===== config.mk =====
export PLATFORM = sky130hd
export DESIGN_NAME = charger_status_control
export DESIGN_NICKNAME = d
export VERILOG_FILES = /design/src/pkg/charger_pkg.sv /design/src/rtl/level_filter.sv /design/src/rtl/charger_status_control.sv
export SDC_FILE = /design/constraint.sdc
export NUM_CORES = 1
export LEC_CHECK = 0
export ABC_AREA = 0
export BUFFER_PORTS_ARGS = -buffer_cell sky130_fd_sc_hd__buf_2
export CAP_MARGIN = 5
export CORE_ASPECT_RATIO = 0.7
export CORE_MARGIN = 2
export CORE_UTILIZATION = 38
export CTS_CLUSTER_DIAMETER = 50
export CTS_CLUSTER_SIZE = 24
export DETAILED_ROUTE_END_ITERATION = 10
export PLACE_DENSITY = 0.51
export SLEW_MARGIN = 5
export SYNTH_ARGS = -nofsm -noshare
export SYNTH_HDL_FRONTEND = slang
export SYNTH_SLANG_ARGS = --single-unit
export TNS_END_PERCENT = 20

===== constraint.sdc =====
create_clock -name i_clock -period 2.46 [get_ports i_clock]
set_input_delay 0.369 -clock i_clock [delete_from_list [all_inputs] [get_ports i_clock]]
set_output_delay 0.369 -clock i_clock [all_outputs]
set_load 0.01 [all_outputs]

===== src/pkg/charger_pkg.sv =====
// shared constants for the charger status and control logic
package charger_pkg;
   localparam int unsigned CLOCK_HZ        = 25_000_000;
   // termination comparator filter time, in microseconds
   localparam int unsigned TERM_FILTER_US  = 1000;
   localparam int unsigned TERM_FILTER_CYC = (CLOCK_HZ / 1_000_000) * TERM_FILTER_US;
   // safety timer length in seconds, factory chosen
   localparam int unsigned SAFETY_TIMER_S  = 21600;
   // safety timer prescale: one tick per millisecond
   localparam int unsigned TICK_US         = 1000;
   localparam int unsigned TICK_CYC        = (CLOCK_HZ / 1_000_000) * TICK_US;
   localparam int unsigned SAFETY_TICKS    = SAFETY_TIMER_S * 1000;
   // input current limits in milliamps
   localparam logic [11:0] LIMIT_USB_LOW_MA  = 12'h064;
   localparam logic [11:0] LIMIT_USB_HIGH_MA = 12'h1F4;
   localparam logic [11:0] LIMIT_ADAPTER_MA  = 12'h708;
   typedef enum logic [2:0] {
      ST_SHUTDOWN,
      ST_PRECOND,
      ST_CONST_CURRENT,
      ST_CONST_VOLTAGE,
      ST_COMPLETE,
      ST_TIMER_FAULT,
      ST_NO_BATTERY
   } charge_state_t;
endpackage


===== src/rtl/level_filter.sv =====
// holds a high level for a set number of cycles before passing it on
`timescale 1ns/1ns
`default_nettype none
module level_filter #(
   parameter int unsigned CYCLES = 25000
) (
   input  wire logic i_clock,
   input  wire logic i_rst_n,
   input  wire logic i_level,
   output logic      o_held
);
   localparam int unsigned W = $clog2(CYCLES + 1);
   logic [W-1:0] count_q;

   // count while the level stays high, restart on any drop
   always_ff @(posedge i_clock or negedge i_rst_n) begin
      if (!i_rst_n) begin
         count_q <= '0;
         o_held  <= 1'b0;
      end else if (!i_level) begin
         count_q <= '0;
         o_held  <= 1'b0;
      end else if (count_q >= W'(CYCLES - 1)) begin
         o_held <= 1'b1;
      end else begin
         count_q <= count_q + 1'b1;
      end
   end
endmodule
`default_nettype wire


===== src/rtl/charger_status_control.sv =====
// charge cycle sequencing, status pin encoding and input limit select
// Notes on behaviour
// outside the thermistor window during charging suspends the cycle at once.
// while suspended the pass element is off and the timer holds.
// back in the window the cycle resumes from the held count.
// status pins are only driven low or released, never high.
// charging shows A low; faults show both low; low battery A only.
// charge complete releases A, drives B low, power-good low.
// no input releases all but A on low battery; input without battery keeps only power-good.
// source select low gives USB limit chosen by the limit select pin.
// source select high gives the adapter limit and programmed current.
// power-good low when input above lockout and above battery.
// power-good only sinks, never sources.
// timer enable low runs the safety timer, high disables it.
// safety timer clears on each entry to constant current.
// timer expiry faults and ends charge until battery removal or loss of input power.
// termination must persist one filter interval before completion.
// in standby a below-recharge reading starts a new cycle.
// precondition, constant current, constant voltage, complete by comparators.
// inputs sampled on the clock; reset returns to shutdown.
`timescale 1ns/1ns
`default_nettype none
module charger_status_control #(
   parameter int unsigned FILTER_CYCLES = charger_pkg::TERM_FILTER_CYC,
   parameter int unsigned TICK_CYCLES   = charger_pkg::TICK_CYC,
   parameter int unsigned TIMER_TICKS   = charger_pkg::SAFETY_TICKS
) (
   input  wire logic        i_clock,
   input  wire logic        i_rst_n,
   input  wire logic        i_input_above_undervoltage_lockout,
   input  wire logic        i_input_above_battery,
   input  wire logic        i_battery_present,
   input  wire logic        i_low_battery,
   input  wire logic        i_above_precondition,
   input  wire logic        i_at_regulation,
   input  wire logic        i_termination_current,
   input  wire logic        i_below_recharge,
   input  wire logic        i_thermistor_sense_high,
   input  wire logic        i_thermistor_sense_low,
   input  wire logic        i_source_select,
   input  wire logic        i_usb_limit_select,
   input  wire logic        i_timer_enable_n,
   output logic            o_charge_status_a,
   output logic            o_charge_status_a_oe_n,
   output logic            o_charge_status_b,
   output logic            o_charge_status_b_oe_n,
   output logic            o_input_power_good_n,
   output logic            o_input_power_good_oe_n,
   output logic            o_pass_enable,
   output logic            o_precondition_current,
   output logic            o_fast_charge_program,
   output logic [11:0]     o_input_limit_ma,
   output logic            o_timer_running,
   output logic            o_timer_fault
);
   localparam int unsigned TW = $clog2(TIMER_TICKS + 1);
   localparam int unsigned PW = $clog2(TICK_CYCLES + 1);
   charger_pkg::charge_state_t state_q;
   logic          term_held;
   logic          temp_fault;
   logic          charging;
   logic          power_ok;
   logic          tick_q;
   logic [PW-1:0] pre_q;
   logic [TW-1:0] timer_q;
   logic          expired;
   logic          a_low;
   logic          b_low;
   // filter rejects load transients on the termination comparator
   level_filter #(
      .CYCLES (FILTER_CYCLES)
   ) u_term_filter (
      .i_clock (i_clock),
      .i_rst_n (i_rst_n),
      .i_level (i_termination_current),
      .o_held  (term_held)
   );
   // derived conditions from sampled comparator levels
   assign power_ok   = i_input_above_undervoltage_lockout && i_input_above_battery;
   assign charging   = (state_q == charger_pkg::ST_PRECOND) ||
                       (state_q == charger_pkg::ST_CONST_CURRENT) ||
                       (state_q == charger_pkg::ST_CONST_VOLTAGE);
   assign temp_fault = charging &&
                       (i_thermistor_sense_high || i_thermistor_sense_low);
   assign expired    = (timer_q >= TW'(TIMER_TICKS));
   // charge state sequencing
   always_ff @(posedge i_clock or negedge i_rst_n) begin
      if (!i_rst_n) begin
         state_q <= charger_pkg::ST_SHUTDOWN;
      end else if (!power_ok) begin
         state_q <= charger_pkg::ST_SHUTDOWN;
      end else begin
         case (state_q)
            charger_pkg::ST_SHUTDOWN:
               state_q <= i_battery_present ? charger_pkg::ST_PRECOND
                                            : charger_pkg::ST_NO_BATTERY;
            charger_pkg::ST_NO_BATTERY:
               if (i_battery_present) begin
                  state_q <= charger_pkg::ST_PRECOND;
               end
            charger_pkg::ST_PRECOND:
               if (!i_battery_present) begin
                  state_q <= charger_pkg::ST_NO_BATTERY;
               end else if (!temp_fault && i_above_precondition) begin
                  state_q <= charger_pkg::ST_CONST_CURRENT;
               end
            charger_pkg::ST_CONST_CURRENT:
               if (!i_battery_present) begin
                  state_q <= charger_pkg::ST_NO_BATTERY;
               end else if (expired) begin
                  state_q <= charger_pkg::ST_TIMER_FAULT;
               end else if (!temp_fault && i_at_regulation) begin
                  state_q <= charger_pkg::ST_CONST_VOLTAGE;
               end
            charger_pkg::ST_CONST_VOLTAGE:
               if (!i_battery_present) begin
                  state_q <= charger_pkg::ST_NO_BATTERY;
               end else if (expired) begin
                  state_q <= charger_pkg::ST_TIMER_FAULT;
               end else if (!temp_fault && term_held) begin
                  state_q <= charger_pkg::ST_COMPLETE;
               end
            charger_pkg::ST_COMPLETE:
               if (!i_battery_present) begin
                  state_q <= charger_pkg::ST_NO_BATTERY;
               end else if (i_below_recharge) begin
                  state_q <= charger_pkg::ST_PRECOND;
               end
            charger_pkg::ST_TIMER_FAULT:
               // latched until the cell is pulled out or input power is lost
               if (!i_battery_present) begin
                  state_q <= charger_pkg::ST_NO_BATTERY;
               end
            default:
               state_q <= charger_pkg::ST_SHUTDOWN;
         endcase
      end
   end
   // millisecond tick for the safety timer
   always_ff @(posedge i_clock or negedge i_rst_n) begin
      if (!i_rst_n) begin
         pre_q  <= '0;
         tick_q <= 1'b0;
      end else if (pre_q >= PW'(TICK_CYCLES - 1)) begin
         pre_q  <= '0;
         tick_q <= 1'b1;
      end else begin
         pre_q  <= pre_q + 1'b1;
         tick_q <= 1'b0;
      end
   end
   // safety timer: clears on fast charge entry, holds while suspended
   always_ff @(posedge i_clock or negedge i_rst_n) begin
      if (!i_rst_n) begin
         timer_q <= '0;
      end else if (state_q != charger_pkg::ST_CONST_CURRENT &&
                   state_q != charger_pkg::ST_CONST_VOLTAGE) begin
         timer_q <= '0;
      end else if (tick_q && !temp_fault && !i_timer_enable_n && !expired) begin
         timer_q <= timer_q + 1'b1;
      end
      // temp_fault leaves the count untouched, so resume continues from it
   end

   // status pin levels per charge state
   always_comb begin
      a_low = 1'b0;
      b_low = 1'b0;
      case (state_q)
         charger_pkg::ST_PRECOND,
         charger_pkg::ST_CONST_CURRENT,
         charger_pkg::ST_CONST_VOLTAGE: begin
            a_low = 1'b1;
            b_low = temp_fault;
         end
         charger_pkg::ST_COMPLETE: begin
            b_low = 1'b1;
         end
         charger_pkg::ST_TIMER_FAULT: begin
            a_low = 1'b1;
            b_low = 1'b1;
         end
         default: begin
            a_low = 1'b0;
            b_low = 1'b0;
         end
      endcase
      if (!power_ok && i_low_battery) begin
         a_low = 1'b1;
      end
   end

   // registered open-drain pins: data always zero, enable low to sink
   always_ff @(posedge i_clock or negedge i_rst_n) begin
      if (!i_rst_n) begin
         o_charge_status_a_oe_n  <= 1'b1;
         o_charge_status_b_oe_n  <= 1'b1;
         o_input_power_good_oe_n <= 1'b1;
      end else begin
         o_charge_status_a_oe_n  <= !a_low;
         o_charge_status_b_oe_n  <= !b_low;
         o_input_power_good_oe_n <= !power_ok;
      end
   end

   // data lines are constant low so the pins can never pull high
   always_ff @(posedge i_clock or negedge i_rst_n) begin
      if (!i_rst_n) begin
         o_charge_status_a    <= 1'b0;
         o_charge_status_b    <= 1'b0;
         o_input_power_good_n <= 1'b0;
      end else begin
         o_charge_status_a    <= 1'b0;
         o_charge_status_b    <= 1'b0;
         o_input_power_good_n <= 1'b0;
      end
   end

   // pass element and current programming
   always_ff @(posedge i_clock or negedge i_rst_n) begin
      if (!i_rst_n) begin
         o_pass_enable          <= 1'b0;
         o_precondition_current <= 1'b0;
         o_fast_charge_program  <= 1'b0;
         o_input_limit_ma       <= charger_pkg::LIMIT_USB_LOW_MA;
      end else begin
         o_pass_enable          <= charging && !temp_fault;
         o_precondition_current <= (state_q == charger_pkg::ST_PRECOND);
         o_fast_charge_program  <= i_source_select;
         if (i_source_select) begin
            o_input_limit_ma <= charger_pkg::LIMIT_ADAPTER_MA;
         end else if (i_usb_limit_select) begin
            o_input_limit_ma <= charger_pkg::LIMIT_USB_HIGH_MA;
         end else begin
            o_input_limit_ma <= charger_pkg::LIMIT_USB_LOW_MA;
         end
      end
   end

   // timer status flags
   always_ff @(posedge i_clock or negedge i_rst_n) begin
      if (!i_rst_n) begin
         o_timer_running <= 1'b0;
         o_timer_fault   <= 1'b0;
      end else begin
         o_timer_running <= charging && !temp_fault && !i_timer_enable_n;
         o_timer_fault   <= (state_q == charger_pkg::ST_TIMER_FAULT);
      end
   end

   a_status_never_high: assert property (
      @(posedge i_clock) disable iff (!i_rst_n)
      !o_charge_status_a && !o_charge_status_b && !o_input_power_good_n)
      else $error("status pin driven high");
   a_suspend_pass_off: assert property (
      @(posedge i_clock) disable iff (!i_rst_n)
      temp_fault |=> !o_pass_enable)
      else $error("pass element on during temperature suspend");
   a_suspend_timer_hold: assert property (
      @(posedge i_clock) disable iff (!i_rst_n)
      (temp_fault && $past(temp_fault) && charging && $stable(state_q))
      |-> $stable(timer_q))
      else $error("safety timer moved while suspended");
   a_cc_entry_clear: assert property (
      @(posedge i_clock) disable iff (!i_rst_n)
      (state_q == charger_pkg::ST_CONST_CURRENT &&
       $past(state_q) == charger_pkg::ST_PRECOND) |-> timer_q == '0)
      else $error("timer not cleared on fast charge entry");
   a_timer_disabled: assert property (
      @(posedge i_clock) disable iff (!i_rst_n)
      (i_timer_enable_n && $past(state_q) == state_q) |=> timer_q <= $past(timer_q))
      else $error("timer advanced while disabled");
   a_fault_latched: assert property (
      @(posedge i_clock) disable iff (!i_rst_n)
      (state_q == charger_pkg::ST_TIMER_FAULT && i_battery_present && power_ok)
      |=> state_q == charger_pkg::ST_TIMER_FAULT)
      else $error("timer fault left with battery present");
   a_power_good: assert property (
      @(posedge i_clock) disable iff (!i_rst_n)
      power_ok |=> !o_input_power_good_oe_n)
      else $error("power-good not asserted");
   a_complete_pins: assert property (
      @(posedge i_clock) disable iff (!i_rst_n)
      (state_q == charger_pkg::ST_COMPLETE && power_ok) |=>
      (o_charge_status_a_oe_n && !o_charge_status_b_oe_n))
      else $error("standby status pins wrong");
   a_usb_limit: assert property (
      @(posedge i_clock) disable iff (!i_rst_n)
      (!i_source_select && i_usb_limit_select) |=>
      o_input_limit_ma == charger_pkg::LIMIT_USB_HIGH_MA)
      else $error("usb high limit not applied");
   a_recharge_start: assert property (
      @(posedge i_clock) disable iff (!i_rst_n)
      (state_q == charger_pkg::ST_COMPLETE && power_ok && i_battery_present &&
       i_below_recharge) |=> state_q == charger_pkg::ST_PRECOND)
      else $error("recharge not started");
endmodule
`default_nettype wire


# Word-level counts from Yosys, hierarchy flattened

Cells that the tools add are included.

Logic and storage cells: 92
Input port bits: 15
Output and inout port bits: 23
Register bits: 80

Equal/unequal tests: 16
Mux-type cells: 28
Magnitude comparators: 3
Add/sub/neg operators: 3
Reduce and logical (&&, ||, !) cells: 27

Operators by type and width:

| cell                    | count |
|---|---|
| $mux W25                | 2 |
| $mux W15                | 3 |
| $mux W3                 | 14 |
| $add A15 B1 Y15 const B | 2 |
| $ge A15 B15 Y1 const B  | 2 |
| $add A25 B1 Y25 const B | 1 |
| $ge A25 B25 Y1 const B  | 1 |
| $pmux W3 S7             | 1 |
| $logic_and A1 B1 Y1     | 12 |
| $mux W11                | 1 |
| $ne A5 B4 Y1 const B    | 2 |
| $eq A3 B3 Y1 const B    | 3 |
| $mux W9                 | 1 |
| $eq A3 B2 Y1 const B    | 2 |
| $logic_not A1 Y1        | 6 |
| $ne A3 B2 Y1 const B    | 2 |
| $ne A3 B3 Y1 const B    | 2 |
| $reduce_and A6 Y1       | 1 |
| $mux W1                 | 5 |
| $ne A4 B3 Y1 const B    | 1 |
| $ne A4 B4 Y1 const B    | 1 |
| $reduce_or A4 Y1        | 1 |
| $eq A3 B1 Y1 const B    | 1 |
| $logic_not A3 Y1        | 1 |
| 7 further kinds         | 9 |

# Depth between registers and ports, before layout

Word-level depth: 11
Gate-level depth with buffers: 8

# Cells and area by module

Synthesis repeated with hierarchy kept, for this count alone.

Cells, all modules: 403
Area, all modules: 3933.8 um2

By module, submodules not included:

| module                 | area each (um2) | cells each | seq. area each (um2) | instances |
|---|---|---|---|---|
| charger_status_control | 3016.6          | 309        | 1381.3               | 1 |
| level_filter           | 917.1           | 94         | 400.4                | 1 |

# Worst setup path after synthesis

OpenSTA, ideal clock, no wires.

Kind: in2reg
From: input port i_thermistor_sense_low
To: register timer_q[14]
Library setup time: 0.079 ns
Required time: 2.381 ns
Stages on the path: 8
Setup slack: 0.417 ns
Arrival time: 1.964 ns
Cell sequence: or2_0 buf_2 a21o_1 or3_1 buf_2 buf_2 nor4_2 mux2i_1

Longest elaborated chain between the ends: 7

Ends and longest elaborated chain:

| item                                | RTL line                      | source |
|---|---|---|
| start, declared                     | charger_status_control.sv:39  | `input wire logic i_thermistor_sense_low,` |
| $logic_or A1 B1 Y1                  | charger_status_control.sv:84  | `(i_thermistor_sense_high \|\| i_thermistor_sense_low);` |
| $logic_and A1 B1 Y1                 | charger_status_control.sv:83  | `assign temp_fault = charging &&` |
| $logic_not A1 Y1                    | charger_status_control.sv:159 | `end else if (tick_q && !temp_fault && !i_timer_enable_n && !expired) begin` |
| $logic_and A1 B1 Y1 (3 in series)   | charger_status_control.sv:159 |  |
| $reduce_bool A2 Y1 (no source line) | -                             |  |
| end signal, assigned                | charger_status_control.sv:160 | `timer_q <= timer_q + 1'b1;` |
| end, declared                       | charger_status_control.sv:65  | `logic [TW-1:0] timer_q;` |

No other way between the ends.
A chain may end at the register's enable or synchronous reset.

# Worst setup path in the final report

From: register u_term_filter.count_q[0]
To: register u_term_filter.count_q[4]

Longest elaborated chain between the ends: 3
Elaborated cells on any way between the ends: 5
Classes of those cells: add/sub: 1; order compare: 1; eq/ne: 1; mux: 2

Ends and longest elaborated chain:

| item                   | RTL line           | source |
|---|---|---|
| start, declared        | level_filter.sv:13 | `logic [W-1:0] count_q;` |
| start signal, assigned | level_filter.sv:26 | `count_q <= count_q + 1'b1;` |
| $add A15 B1 Y15        | level_filter.sv:26 |  |
| $mux W15               | level_filter.sv:23 | `end else if (count_q >= W'(CYCLES - 1)) begin` |
| $mux W15               | level_filter.sv:20 | `end else if (!i_level) begin` |

Parallel ways exist; a longest one is shown, timed or not. The select of a mux whose other input is x is not followed.

==> impl_results.md <==
* Power per cell area at about 650 nW/um^2
* Buffers on Ports at 31
* Unrepaired setup endpoints after global routing: false
* Mapped Area at approximately 3800 sq um
* H-tree levels at 3
* Die height at approximately 88 um
* Hold_ws at about 0.048 ns
* Type of origin of the critical path: flip-flop
* Die outline area at between 10,000 and 15,000 sq um
* Starting Density at 0.393
* Drt first-iter violations at between 100 and 150
* Clk sinks at 71
* Register area at roughly 1800 sq um
* Status: complete, no violations
* Most used DFF post-synth: dfrtp_1
* Met1 Use GR at 0.238
* Tot Pwr at approximately 2.9 mW
* Ys Warns at 0
* Critical Path RT at approximately 2.7 ns
* Post-Route WL at a little over 8000 um
* Gp weighted congestion at around 0.8
* P&R area growth vs syn at 16.3%
* Crit share post-route at 0.899
* Grt total ovfl at 0
* Number of post-CTS setup repair buffers at 0
* Area of the core at around 10000 sq um
* Drt drc at 0
* Grt met3 use at 0.0488
* Top Usage Layer GRT: met2
* CTS Buf Count at 9
* Post-DRT Antenna Nets at 0
* Vias in the first global route at around 2,800
* Io pins at 38
* Sequential area share after synthesis at 0.465
* Fmax achieved at 0.452 GHz
* FP Rows at 30
* CTS tree: yes
* Chip width at between 100 and 150 um
* Largest net degree at the start of global routing at between 70 and 80
* Clock transition at path regs at ~0.06 ns
* Post-synth EDFFs at 0
* Post-cts resize count at 0
* Syn Inst Count at between 400 and 500
* Max Root-Sink Buffers at 2
* Async set-or-reset flop fraction in the synthesized netlist at 1.00
* Unique masters post-synth at 55
* Initial antenna violation count at 0
* CP Class: flip-flop to flip-flop
* GR Layer Usage met2 at 0.245
* WL/cell at 14.5 um
* Rel. slew slack at 0.619
* Max_cap viols at 0
* Final Max Slew Viols at 0
* Hold_buf cts at 0
* Area of the multi-input gates at around 1900 sq um
* Hold Crit Class: input port to asynchronous set/reset pin
* HPWL Detailed at ~5500 um
* Final hold violations at 0
* Filler Cell Count at approximately 940
* Seq cells post-synth at 71
* Static leakage at about 1.9 nW
* Synth area leader: dfrtp_1
* Post-synth top area share at 0.437
* Crit path time final at around 2.2 ns
* Worst Tran Pin Value at 0.563 ns
* Worst Path Arrival at approximately 2.5 ns
* Clk_lat worst skew at 0.34 ns
* GRT Overall Usage at 0.169
* Fraction of layout cells with a size suffix above 1 at 0.172
* Largest driver fanout on the critical path at 6
* Final Skew at between 0.006 and 0.007 ns
* Max IR drop VDD at roughly 0.37 mV
* Final setup vio count at 0
* Setup TNS at 0 ns
* Via density at roughly 5.4
* CTS root buf: clkbuf_16
* Crit path capture type: flip-flop
* First-pass GRT wire length at about 14,000 um
* Nets at ~460
* Mean Syn Cell Area at roughly 9.4 sq um
* Synth top area cells: dfrtp_1, a21oi_1, xor2_1, nor2_1, dfstp_2
* DRT Pass-1 Iters at 4
* Vias at between 3,000 and 4,000
* Antenna diodes at 0
==> metal layers <==
layer | wire, um | vias to the layer above
li1 | - | 1518
met1 | 4180 | 1452
met2 | 3530 | 73
met3 | 395 | 11
met4 | 129 | 0
met5 | 0 | -
==> where the power goes <==
part / total, mW / switching (mW) / internal [mW] / leakage, nW
logic: 0.161 / 0.102 / 0.0584 / 0.777
clock network: 1.52 / 0.502 / 1.01 / 0.168
registers: 1.20 / 0.0108 / 1.19 / 0.952
==> cells in the final DEF, fill, tap and decap left out, types with 4 or more instances in the layout <==
cell type / instances
dfrtp_1: 67
nor2_1: 34
buf_2: 31
nand2_1: 28
a21oi_1: 27
nand3_1: 21
o21ai_0: 16
xor2_1: 15
or4_1: 14
buf_4: 14
and3_1: 12
o31ai_1: 11
inv_1: 10
or3_1: 10
clkbuf_16: 9
nor4_1: 8
mux2i_1: 8
and2_1: 7
o21a_1: 7
or2_2: 7
and4_1: 6
conb_1: 6
nand4_1: 5
xnor2_1: 4
nor3_1: 4
ha_1: 4
dfstp_2: 4
==> flip-flops by register name, indices dropped and copies added (netlist names) <==
signal	cells
o_charge_status_a_oe_n	1
o_charge_status_b_oe_n	1
o_input_limit_ma	4
o_input_power_good_oe_n	1
o_pass_enable	1
o_precondition_current	1
o_timer_fault	1
o_timer_running	1
pre_q	15
state_q	3
tick_q	1
timer_q	25
u_term_filter.count_q	15
u_term_filter.o_held	1
==> synth_stat cells, types with 2 or more instances <==
cell type	n
dfrtp_1	67
nor2_1	34
nand2_1	28
a21oi_1	27
nand3_1	21
o21ai_0	16
xor2_1	15
or4_1	14
and3_1	12
buf_4	12
o31ai_1	11
clkbuf_1	10
inv_1	10
or3_1	10
mux2i_1	8
nor4_1	8
and2_1	7
buf_2	7
o21a_1	7
or2_2	7
and4_1	6
nand4_1	5
dfstp_2	4
ha_1	4
nor3_1	4
xnor2_1	4
a211oi_1	3
a21o_1	3
a31oi_1	3
nor2b_1	3
o211ai_1	3
o31a_1	3
a211o_1	2
a221oi_1	2
buf_1	2
nand2b_1	2
nor4b_1	2
o211a_1	2
o41ai_1	2
==> path summary, 6_finish.rpt <==
kind / from / end / slack, ns / depth (start not counted)
max: u_term_filter.count_q[0]$_DFFE_PN0P_ / u_term_filter.count_q[4]$_DFFE_PN0P_ / 0.25 / 7
min: i_rst_n / state_q[2]$_DFFE_PN0P_ / 0.05 / 2
max reg2reg: u_term_filter.count_q[0]$_DFFE_PN0P_ / u_term_filter.count_q[4]$_DFFE_PN0P_ / 0.25 / 7
min reg2reg: pre_q[0]$_DFF_PN0_ / pre_q[0]$_DFF_PN0_ / 0.45 / 1
max in group asynchronous: i_rst_n / o_input_limit_ma[6]$_DFF_PN1_ / 2.09 / 2
min in group i_clock: i_source_select / o_input_limit_ma[9]$_DFF_PN0_ / 0.18 / 1
==> stage by stage <==
stage               utilization  cells  area, sq um  setup WS [ns]
global route              0.457    569         4460         0.0958
global placement          0.421    553         4110          0.235
finish                    0.457    569         4460          0.249
detailed placement        0.421    553         4110          0.205
floorplan                     -    411         3850          0.417
CTS                       0.457    569         4460          0.254
==> cell families after synthesis <==
group / Yosys count / share of synthesized area
DFF: 71 / 0.465
and+or+nand+nor: 168 / 0.238
AOI/OAI and AO/OA: 93 / 0.162
other: 1 / 0.000978
xor gates and xnor gates: 19 / 0.0434
muxes: 8 / 0.0209
buffers and inverters: 42 / 0.0571
adders and majority gates: 4 / 0.0131
==> critical path, cell delays in order (launching register included) <==
cell and delay [ns]:
dfrtp_1 0.45, ha_1 0.28, a21o_1 0.16, a211oi_1 0.37
o21ai_0 0.20, buf_4 0.20, or3_1 0.34, a21oi_1 0.14
==> cell type report <==
type	instances	share of cell area
multi-input cells	298	0.415
inverters	10	0.00842
flip-flops and latches	71	0.400
repair buffers	46	0.0629
clock inverters	6	0.0241
clock buffers	10	0.0536
well taps	128	0.0359
Power figures use the tool's default switching activity.
